<file path="src/rtl/iro_pkg.sv">
// Package with the register map, field layout and timing constants of the inertial output registers.
// Summary of operation
// - Each acceleration axis has a high and a low word that join into one 32-bit twos complement value.
// - Each rate high word is a 16-bit twos complement value, zero rotation reads 0x0000, one step is the rate scale factor.
// - Each acceleration high word is 16-bit twos complement, zero reads 0x0000, one step is 2.45 mm/sec2 over +/-78.4 m/sec2.
// - Each low word holds 16 further fraction bits below the matching high word's lowest bit.
// - Rate words sit at byte addresses 0x04/0x06 (x), 0x08/0x0A (y), 0x0C/0x0E (z), each over two bytes.
// - The x acceleration low word sits at 0x10/0x11 and its high word at 0x12/0x13.
// - The output registers are read-only, have no default and are never kept in backup storage.
// - The rate scale factor per step is 0.00625, 0.025 or 0.1 deg/sec for the 125, 500 or 2000 deg/sec models.
`default_nettype none
package iro_pkg;
    localparam int unsigned IRO_ADDR_W = 7;
    localparam int unsigned IRO_WORD_W = 16;
    localparam int unsigned IRO_AXES = 4;
    localparam logic [6:0] IRO_RATE_X_FRACTION = 7'h04;
    localparam logic [6:0] IRO_RATE_X_WORD = 7'h06;
    localparam logic [6:0] IRO_RATE_Y_FRACTION = 7'h08;
    localparam logic [6:0] IRO_RATE_Y_WORD = 7'h0a;
    localparam logic [6:0] IRO_RATE_Z_FRACTION = 7'h0c;
    localparam logic [6:0] IRO_RATE_Z_WORD = 7'h0e;
    localparam logic [6:0] IRO_ACCEL_X_FRACTION = 7'h10;
    localparam logic [6:0] IRO_ACCEL_X_WORD = 7'h12;
    localparam logic [6:0] IRO_MAP_FIRST = 7'h04;
    localparam logic [6:0] IRO_MAP_LAST = 7'h13;
    localparam logic [15:0] IRO_ZERO_WORD = 16'h0000;
    localparam logic [15:0] IRO_ACCEL_POS_FULL = 16'h7d00;
    localparam logic [15:0] IRO_ACCEL_NEG_FULL = 16'h8300;
    // Rate scale per step in micro deg/sec, one per model range.
    localparam int unsigned IRO_RATE_SCALE_125_UDPS = 6250;
    localparam int unsigned IRO_RATE_SCALE_500_UDPS = 25000;
    localparam int unsigned IRO_RATE_SCALE_2000_UDPS = 100000;
    localparam int unsigned IRO_ACCEL_STEP_UMPS2 = 2450;
    localparam int unsigned IRO_READ_LATENCY = 1;
    typedef enum logic [1:0] {IRO_RANGE_125, IRO_RANGE_500, IRO_RANGE_2000} iro_range_t;
endpackage
`default_nettype wire

</file>
<file path="src/rtl/iro_output_regs.sv">
// Read-only rate and acceleration output register set with a byte-addressed read port.
`default_nettype none
module iro_output_regs (
    input wire logic clock_i,
    input wire logic srst_i,
    input wire logic sample_valid_i,
    input wire logic [31:0] rate_x_i,
    input wire logic [31:0] rate_y_i,
    input wire logic [31:0] rate_z_i,
    input wire logic [31:0] accel_x_i,
    input wire logic rd_i,
    input wire logic wr_i,
    input wire logic [6:0] addr_i,
    output logic [15:0] rdata_o,
    output logic rvalid_o,
    output logic err_o
);
    logic [3:0][31:0] sample_w;
    logic [3:0][15:0] word_w;
    logic [3:0][15:0] fraction_w;
    logic [15:0] rdata_d;
    logic [15:0] rdata_q;
    logic rvalid_q;
    logic err_q;
    logic err_d;
    logic hit_w;

    assign sample_w = {accel_x_i, rate_z_i, rate_y_i, rate_x_i};

    // Every axis shares one load strobe, so all four pairs come from the same sample.
    for (genvar g = 0; g < iro_pkg::IRO_AXES; g++) begin : g_axis
        iro_axis_store u_store (
            .clock_i(clock_i),
            .srst_i(srst_i),
            .load_i(sample_valid_i),
            .sample_i(sample_w[g]),
            .word_o(word_w[g]),
            .fraction_o(fraction_w[g])
        );
    end

    // Decode a byte address to an axis index; either byte of a register selects it.
    function automatic logic [1:0] axis_of(input logic [6:0] a);
        logic [6:0] t;
        t = a - iro_pkg::IRO_RATE_X_FRACTION;
        axis_of = t[3:2];
    endfunction

    function automatic logic in_map(input logic [6:0] a);
        in_map = (a >= iro_pkg::IRO_MAP_FIRST) && (a <= iro_pkg::IRO_MAP_LAST);
    endfunction

    assign hit_w = in_map(addr_i);

    always_comb begin
        rdata_d = iro_pkg::IRO_ZERO_WORD;
        err_d = 1'b0;
        if (wr_i) begin
            err_d = 1'b1;
        end else if (rd_i && !hit_w) begin
            err_d = 1'b1;
        end else if (rd_i) begin
            // Bit 1 of the byte address picks the high word over the fraction.
            if (addr_i[1]) begin
                rdata_d = word_w[axis_of(addr_i)];
            end else begin
                rdata_d = fraction_w[axis_of(addr_i)];
            end
        end
    end

    always_ff @(posedge clock_i) begin
        if (srst_i) begin
            rdata_q <= iro_pkg::IRO_ZERO_WORD;
        end else if (rd_i) begin
            rdata_q <= rdata_d;
        end
    end

    always_ff @(posedge clock_i) begin
        if (srst_i) begin
            rvalid_q <= 1'b0;
            err_q <= 1'b0;
        end else begin
            rvalid_q <= rd_i && !wr_i;
            err_q <= err_d;
        end
    end

    assign rdata_o = rdata_q;
    assign rvalid_o = rvalid_q;
    assign err_o = err_q;

    property p_read_latency;
        @(posedge clock_i) disable iff (srst_i) rd_i && !wr_i |=> rvalid_o;
    endproperty
    a_read_latency: assert property (p_read_latency) else $error("read answer missing");
    property p_write_refused;
        @(posedge clock_i) disable iff (srst_i)
        wr_i && !sample_valid_i |=> err_o && $stable(word_w);
    endproperty
    a_write_refused: assert property (p_write_refused) else $error("write not refused");
    property p_rate_x_word;
        @(posedge clock_i) disable iff (srst_i)
        rd_i && !wr_i && addr_i == iro_pkg::IRO_RATE_X_WORD |=> rdata_o == $past(word_w[0]);
    endproperty
    a_rate_x_word: assert property (p_rate_x_word) else $error("rate x word wrong");
    property p_rate_z_frac;
        @(posedge clock_i) disable iff (srst_i)
        rd_i && !wr_i && addr_i == iro_pkg::IRO_RATE_Z_FRACTION
        |=> rdata_o == $past(fraction_w[2]);
    endproperty
    a_rate_z_frac: assert property (p_rate_z_frac) else $error("rate z fraction wrong");
    property p_accel_word;
        @(posedge clock_i) disable iff (srst_i)
        rd_i && !wr_i && addr_i == iro_pkg::IRO_ACCEL_X_WORD |=> rdata_o == $past(word_w[3]);
    endproperty
    a_accel_word: assert property (p_accel_word) else $error("accel x word wrong");
    property p_accel_join;
        @(posedge clock_i) disable iff (srst_i)
        sample_valid_i ##1 !sample_valid_i |-> {word_w[3], fraction_w[3]} == $past(accel_x_i);
    endproperty
    a_accel_join: assert property (p_accel_join) else $error("accel pair not 32-bit value");
    property p_rate_sign;
        @(posedge clock_i) disable iff (srst_i)
        sample_valid_i && rate_y_i[31] |=> word_w[1][15];
    endproperty
    a_rate_sign: assert property (p_rate_sign) else $error("rate sign lost");
    property p_accel_zero;
        @(posedge clock_i) disable iff (srst_i)
        sample_valid_i && accel_x_i[31:16] == 16'h0000 |=> word_w[3] == iro_pkg::IRO_ZERO_WORD;
    endproperty
    a_accel_zero: assert property (p_accel_zero) else $error("zero accel not 0x0000");
    property p_unmapped;
        @(posedge clock_i) disable iff (srst_i)
        rd_i && !wr_i && !in_map(addr_i) |=> err_o && rdata_o == 16'h0000;
    endproperty
    a_unmapped: assert property (p_unmapped) else $error("unmapped read not flagged");

    // Every register of the map is checked on its own, odd bytes of the rate x and accel x high words included.
    property p_rate_x_frac;
        @(posedge clock_i) disable iff (srst_i)
        rd_i && !wr_i && addr_i == iro_pkg::IRO_RATE_X_FRACTION
        |=> rdata_o == $past(fraction_w[0]);
    endproperty
    a_rate_x_frac: assert property (p_rate_x_frac) else $error("rate x fraction wrong");

    property p_rate_x_odd;
        @(posedge clock_i) disable iff (srst_i)
        rd_i && !wr_i && addr_i == iro_pkg::IRO_RATE_X_WORD + 7'h01
        |=> rdata_o == $past(word_w[0]);
    endproperty
    a_rate_x_odd: assert property (p_rate_x_odd) else $error("rate x odd byte wrong");

    property p_rate_y_frac;
        @(posedge clock_i) disable iff (srst_i)
        rd_i && !wr_i && addr_i == iro_pkg::IRO_RATE_Y_FRACTION
        |=> rdata_o == $past(fraction_w[1]);
    endproperty
    a_rate_y_frac: assert property (p_rate_y_frac) else $error("rate y fraction wrong");

    property p_rate_y_word;
        @(posedge clock_i) disable iff (srst_i)
        rd_i && !wr_i && addr_i == iro_pkg::IRO_RATE_Y_WORD
        |=> rdata_o == $past(word_w[1]);
    endproperty
    a_rate_y_word: assert property (p_rate_y_word) else $error("rate y word wrong");

    property p_rate_z_word;
        @(posedge clock_i) disable iff (srst_i)
        rd_i && !wr_i && addr_i == iro_pkg::IRO_RATE_Z_WORD
        |=> rdata_o == $past(word_w[2]);
    endproperty
    a_rate_z_word: assert property (p_rate_z_word) else $error("rate z word wrong");

    property p_accel_frac;
        @(posedge clock_i) disable iff (srst_i)
        rd_i && !wr_i && addr_i == iro_pkg::IRO_ACCEL_X_FRACTION
        |=> rdata_o == $past(fraction_w[3]);
    endproperty
    a_accel_frac: assert property (p_accel_frac) else $error("accel x fraction wrong");

    property p_accel_odd;
        @(posedge clock_i) disable iff (srst_i)
        rd_i && !wr_i && addr_i == iro_pkg::IRO_ACCEL_X_WORD + 7'h01
        |=> rdata_o == $past(word_w[3]);
    endproperty
    a_accel_odd: assert property (p_accel_odd) else $error("accel x odd byte wrong");

    property p_rate_join;
        @(posedge clock_i) disable iff (srst_i)
        sample_valid_i ##1 !sample_valid_i
        |-> {word_w[0], fraction_w[0]} == $past(rate_x_i);
    endproperty
    a_rate_join: assert property (p_rate_join) else $error("rate pair not one sample");

    property p_accel_sign;
        @(posedge clock_i) disable iff (srst_i)
        sample_valid_i && accel_x_i[31] |=> word_w[3][15];
    endproperty
    a_accel_sign: assert property (p_accel_sign) else $error("accel sign lost");

    // The answer flags stand one cycle for each cycle of request, so a host can count them.
    property p_rvalid_pulse;
        @(posedge clock_i) disable iff (srst_i)
        !rd_i |=> !rvalid_o;
    endproperty
    a_rvalid_pulse: assert property (p_rvalid_pulse) else $error("read answer without read");

    property p_err_quiet;
        @(posedge clock_i) disable iff (srst_i)
        !wr_i && !(rd_i && !in_map(addr_i)) |=> !err_o;
    endproperty
    a_err_quiet: assert property (p_err_quiet) else $error("error without cause");

    property p_rdata_hold;
        @(posedge clock_i) disable iff (srst_i)
        !rd_i |=> $stable(rdata_o);
    endproperty
    a_rdata_hold: assert property (p_rdata_hold) else $error("read data moved without read");

    property p_write_frac;
        @(posedge clock_i) disable iff (srst_i)
        wr_i && !sample_valid_i |=> $stable(fraction_w);
    endproperty
    a_write_frac: assert property (p_write_frac) else $error("write changed a fraction");

    property p_reset_outs;
        @(posedge clock_i)
        srst_i |=> rdata_o == iro_pkg::IRO_ZERO_WORD && !rvalid_o && !err_o;
    endproperty
    a_reset_outs: assert property (p_reset_outs) else $error("outputs not cleared by reset");

    c_read_word: cover property (@(posedge clock_i) rd_i && addr_i[1] ##1 rvalid_o);
    c_read_frac: cover property (@(posedge clock_i) rd_i && !addr_i[1] ##1 rvalid_o);
    c_pair_read: cover property (@(posedge clock_i)
        rd_i && addr_i == iro_pkg::IRO_ACCEL_X_FRACTION
        ##4 rd_i && addr_i == iro_pkg::IRO_ACCEL_X_WORD);
    c_update: cover property (@(posedge clock_i) sample_valid_i ##2 rd_i);
endmodule
`default_nettype wire

</file>
<file path="src/rtl/iro_axis_store.sv">
// One axis pair store: high word and fraction word loaded together from one sample.
`default_nettype none
module iro_axis_store (
    input wire logic clock_i,
    input wire logic srst_i,
    input wire logic load_i,
    input wire logic [31:0] sample_i,
    output logic [15:0] word_o,
    output logic [15:0] fraction_o
);
    logic [15:0] word_q;
    logic [15:0] fraction_q;

    // Both halves load on the same edge, so no read sees a torn pair.
    always_ff @(posedge clock_i) begin
        if (load_i) begin
            word_q <= sample_i[31:16];
            fraction_q <= sample_i[15:0];
        end
    end
    // No reset clears the data: the registers have no defined default.
    assign word_o = word_q;
    assign fraction_o = fraction_q;

    property p_pair_load;
        @(posedge clock_i) disable iff (srst_i)
        load_i |=> {word_q, fraction_q} == $past(sample_i);
    endproperty
    a_pair_load: assert property (p_pair_load) else $error("axis pair load torn");
    property p_pair_hold;
        @(posedge clock_i) disable iff (srst_i)
        !load_i |=> $stable(word_q) && $stable(fraction_q);
    endproperty
    a_pair_hold: assert property (p_pair_hold) else $error("axis pair changed without a load");
endmodule
`default_nettype wire

</file>
<file path="config.mk">
export PLATFORM = sky130hd
export DESIGN_NAME = iro_output_regs
export DESIGN_NICKNAME = d
export VERILOG_FILES = /design/src/rtl/iro_pkg.sv /design/src/rtl/iro_output_regs.sv /design/src/rtl/iro_axis_store.sv
export SDC_FILE = /design/constraint.sdc
export NUM_CORES = 1
export LEC_CHECK = 0
export BUFFER_PORTS_ARGS = -buffer_cell sky130_fd_sc_hd__buf_2
export CAP_MARGIN = 30
export CORE_AREA = 3 3 131 133
export DETAILED_ROUTE_END_ITERATION = 10
export DIE_AREA = 0 0 134 136
export GPL_ROUTABILITY_DRIVEN = 0
export GPL_TIMING_DRIVEN = 0
export SETUP_SLACK_MARGIN = 0.1
export SLEW_MARGIN = 20
export SYNTH_ARGS = -nofsm -noshare
export SYNTH_HDL_FRONTEND = slang
export SYNTH_SLANG_ARGS = --single-unit
</file>
<file path="constraint.sdc">
create_clock -name clock_i -period 2.3 [get_ports clock_i]
set_input_delay 0.115 -clock clock_i [delete_from_list [all_inputs] [get_ports clock_i]]
set_output_delay 0.115 -clock clock_i [all_outputs]
set_load 0.1 [all_outputs]
</file>
## Word level (Yosys, flattened, before mapping)

Cells that the tools add are included.

| cells by class | value |
|---|---|
| add/sub/neg operators | 1 |
| multiplexer cells | 9 |
| reduce and logical (&&, ||, !) cells | 5 |
| order comparisons | 3 |

Operators with widths:

| kind | number |
|---|---|
| 16-bit two-way mux | 5 |
| 16-bit binary-select mux with 2-bit select | 2 |
| 7-bit by 3-bit >= comparator with 1-bit output, second input constant | 1 |
| 7-bit by 5-bit less-or-equal comparator with 1-bit output, second input constant | 1 |
| 4-bit by 3-bit subtractor with 4-bit output, second input constant | 1 |
| 1-bit logical AND | 3 |
| 2-bit by 3-bit less-than comparator with 1-bit output, second input constant | 1 |
| 1-bit logical NOT | 2 |
| 1-bit two-way mux | 2 |

| word-level totals | value |
|---|---|
| register bits | 146 |
| output and inout bits | 18 |
| logic and storage cells | 29 |

## Depth between registers and ports, before layout

| logic depth | value |
|---|---|
| depth in word-level cells | 6 |
| gate-level depth with buffers | 9 |
| mapped depth without buffers | 6 |

## Hierarchy

A second synthesis with hierarchy kept.

| unflattened totals | value |
|---|---|
| cells, all modules | 258 |
| area, all modules | 5627.9 um^2 |

Modules (own cells, without submodules):

| module | cells each | seq. area each (um^2) | times used | area an instance (um^2) |
|---|---|---|---|---|
| iro_axis_store | 32 | 960.9 | 4 | 960.9 |
| iro_output_regs | 130 | 360.3 | 1 | 1784.2 |

## Worst setup path before layout

Ideal clock, no wire load.

| timing | value |
|---|---|
| path kind | input to register |
| start point | in addr_i[2] |
| end point | reg rdata_q[10] (netlist: rdata_o[10]) |
| path slack | 0.385 ns |
| setup time | 0.128 ns |
| arrival | 1.788 ns |
| stages on the path | 9 |
| data required time | 2.172 ns |
| cells stage by stage | buf_6 -> buf_6 -> inv_1 -> ha_1 -> buf_2 -> clkbuf_1 -> mux2_2 -> a32oi_1 -> nor2_1 |

| between the ends | value |
|---|---|
| longest elaborated chain between the ends | 6 |
| elaborated cells between the ends (all ways) | 13 |

Ends and longest elaborated chain:

| item | line | text |
|---|---|---|
| start, declared | iro_output_regs.sv:13 | `input wire logic [6:0] addr_i,` |
| 4-bit by 3-bit subtractor with 4-bit output, or another cell as far along | iro_output_regs.sv:45 | `t = a - iro_pkg::IRO_RATE_X_FRACTION;` |
| 16-bit binary-select mux with 2-bit select, or another cell as far along | iro_output_regs.sv:67 | `rdata_d = fraction_w[axis_of(addr_i)];` |
| 16-bit two-way mux (implied by the code), or another cell as far along | iro_output_regs.sv:67 |  |
| 16-bit two-way mux or 1-bit logical AND (tied branches) | iro_output_regs.sv:64, iro_output_regs.sv:60 |  |
| 16-bit two-way mux (*) | iro_output_regs.sv:60 | `end else if (rd_i && !hit_w) begin` |
| 16-bit two-way mux (*) | iro_output_regs.sv:58 | `if (wr_i) begin` |
| end signal, assigned | iro_output_regs.sv:74 | `rdata_q <= iro_pkg::IRO_ZERO_WORD;` |
| end signal, assigned | iro_output_regs.sv:76 | `rdata_q <= rdata_d;` |
| end, declared | iro_output_regs.sv:22 | `logic [15:0] rdata_q;` |

Every way passes the cells marked *; elsewhere a longest branch is shown, timed or not. The select of a mux whose other input is x is not followed.
A chain may end at the register's enable or synchronous reset.

## Worst setup path after layout

| timing | value |
|---|---|
| start point | in wr_i |
| end point | reg rdata_q[5] (netlist: rdata_o[5]) |

| between the ends | value |
|---|---|
| longest elaborated chain between the ends | 1 |

Ends and longest elaborated chain:

| item | line | text |
|---|---|---|
| start, declared | iro_output_regs.sv:12 | `input wire logic wr_i,` |
| 16-bit two-way mux | iro_output_regs.sv:58 |  |

No other way between the ends.

==> impl_metrics.env <==
export IMPL_status="finished, final reports clean"
export IMPL_route_detailed_wl_per_inst_um=18.5
export IMPL_fillers=1260
export IMPL_final_cell_area_mm2=0.00859
export IMPL_synth_top_area_frac=0.683
export IMPL_finalCritPeriodShare=0.815
export IMPL_totalWireLength_um=14600
export IMPL_sw_frac_of_total=0.213
export IMPL_grt_overflow_total=0
export IMPL_combPwrFrac=0.104
export IMPL_grt_pass1_wl_um=21800
export IMPL_worst_setup_path_end_kind="flip-flop"
export IMPL_relSlewSlack=0.493
export IMPL_grt_antenna_before_repair=0
export IMPL_drive_above_1_share=0.383
export IMPL_dieArea_mm2=0.0182
export IMPL_grt_usage=0.165
export IMPL_maxSlewViolCount=0
export IMPL_hp_class="input port to flip-flop"
export IMPL_p_switching_mw=1.41
export IMPL_dpl_instance_area_mm2=0.00671
export IMPL_worstSetupStartpointType="input port"
export IMPL_fp_dieW_um=134
export IMPL_postCtsSetupRepairBufs=0
export IMPL_finalPower_mw=6.61
export IMPL_htree_levels=4
export IMPL_syn_area_mm2=0.00563
export IMPL_cp_max_fo=10
export IMPL_whs_path_depth=2
export IMPL_clkSinkCount=146
export IMPL_area_delta_synth_final_pct=52.5
export IMPL_final_setup_skew_ps=7.70
export IMPL_yosysTopAreaCell="edfxtp_1"
export IMPL_yosysWarnings=0
export IMPL_portBuffers=155
export IMPL_cellPowerDensity_mw_per_mm2=770
export IMPL_max_freq_ghz=0.533
export IMPL_grt_max_degree=79
export IMPL_fin_nets=703
export IMPL_n_antenna_cell=0
export IMPL_required_ps=2650
export IMPL_cap_violations=0
export IMPL_p_seq_frac=0.474
export IMPL_antenna_left=0
export IMPL_dp_hpwl_um=8760
export IMPL_min_period_ps=1880
export IMPL_power_leakage_nw=3.38
export IMPL_tns_ps=0
export IMPL_cts_inserted_buffers=17
export IMPL_dpl_cell_count=630
export IMPL_start_util=0.353
export IMPL_cts_root_buffer="clkbuf_16"
export IMPL_via_per_inst=4.66
export IMPL_internal_power_mw=5.20
export IMPL_stdcell_count=788
export IMPL_setup_violations=0
export IMPL_drcViolationCount=0
export IMPL_fin_ws_ps=425
export IMPL_clk_pin_slew_ps=60
export IMPL_whs_ps=119
export IMPL_syn_nets=400
export IMPL_rows=46
export IMPL_worst_pin_slew_ps=761
export IMPL_final_hold_viol_count=0
export IMPL_ys_types=26
export IMPL_num_vias=3671
export IMPL_synth_area_leaders="edfxtp_1, mux4_1, dfxtp_1"
export IMPL_cp_arrival_ps=2230
export IMPL_drtPass1Iterations=4
export IMPL_clk_latency_ps=420
export IMPL_place_ws_ps=-410
export IMPL_clk_path_buf_depth=2
export IMPL_synth_seq_cells=146
export IMPL_vdd_drop_max_uv=500
export IMPL_worstSetupPathType="input port to flip-flop"
export IMPL_reg2reg_depth=4
export IMPL_cts_tree="built"
export IMPL_syn_area_per_cell_um2=21.8
export IMPL_p_clk_frac=0.421
export IMPL_fin_util=0.539
export IMPL_first_iter_violations=198
export IMPL_netlist_instances=258
export IMPL_fp_dieH_um=136
export IMPL_core_mm2=0.0159
export IMPL_rsz0062_at_grt="no"
export IMPL_grt_pass1_vias=4058
export IMPL_pin_count=158
export IMPL_ys_seq_area_frac=0.747
export IMPL_cts_resized=0
==> layer usage <==
layer  share of wire  up-vias  track usage
met5               0        -            0
met4           0.028        0       0.0806
met3           0.049       27       0.0463
met2            0.51      138        0.280
met1            0.41     1799        0.193
li1                -     1707            -
==> power by group through the flow <==
stage                     Clock [mW]  Combinational (mW)  Sequential [mW]
after global placement             0               0.506             3.18
after detailed placement           0               0.520             3.19
after floorplan                    0               0.235             3.21
final                           2.78               0.690             3.13
after CTS                       2.83               0.691             3.13
after global routing            2.97               0.745             3.15
==> critical path, stage by stage <==
cell	delay, ps
dlygate4sd3_1	530
buf_2	140
or4b_2	660
a21oi_4	300
buf_4	250
a32oi_1	110
nor2_1	130
==> state kept, by name (all words and copies together) (netlist names) <==
name and count:
err_o 1, g_axis.u_store.fraction_o 64, g_axis.u_store.word_o 64, rdata_o 16, rvalid_o 1
==> Yosys cell counts <==
cell type and instances:
edfxtp_1 128, or3b_2 1, buf_2 3, buf_1 1, ha_1 2, dfxtp_1 18, buf_8 1, nor2_1 17
inv_1 2, clkbuf_1 6, o21ba_2 1, a211o_1 1, a21oi_4 1, mux2_2 16, mux4_1 25, a31oi_1 1
buf_6 2, nand2_1 1, nor3_1 2, nand3_1 2, buf_4 1, buf_12 1, or4b_2 1, a32oi_1 16
mux4_2 7, clkinv_1 1
==> cells by family (layout without fill, tap and decap cells) <==
logic type | count (synthesis) | after routing | share of synthesized area
compound gates | 20 | 20 | 0.0322
fa+ha+maj | 2 | 2 | 0.00444
buf+inv | 18 | 332 | 0.0209
flops | 146 | 146 | 0.747
mux | 48 | 48 | 0.177
simple gates | 24 | 24 | 0.0189
==> cell usage in the layout, fill, tap and decap left out, types with 7 or more instances in the layout <==
master and n:
dlygate4sd3_1 129, edfxtp_1 128, clkbuf_16 17, nor2_1 17, mux4_1 25, a32oi_1 16
buf_2 157, mux4_2 7, dfxtp_1 18, clkbuf_1 7, mux2_2 16
==> what timing repair did <==
item	in CTS	in global routing
hold buffers	129	0
endpoints found under the setup margin	3	0
hold endpoints to repair	130	0
==> worst paths after layout <==
check	startpoint	to	slack (ps)
hold reg to reg	rdata_o[9]	rdata_o[9]	480
hold / removal	srst_i	rdata_o[3]	120
setup reg to reg	g_axis[2].u_store.fraction_o[1]	rdata_o[1]	680
setup / recovery	wr_i	rdata_o[5]	420
==> final cells by class <==
cell class / count / area, um^2 / area share
clock inverters: 11 / 156 / 0.0182
flip-flops and latches: 146 / 4200 / 0.490
multi-input cells: 94 / 1310 / 0.152
well taps: 216 / 270 / 0.0315
clock buffers: 19 / 433 / 0.0504
repair buffers: 285 / 2100 / 0.245
plain buffers: 14 / 103 / 0.0119
inverters: 3 / 11.3 / 0.00131
Power figures use the tool's default switching activity.
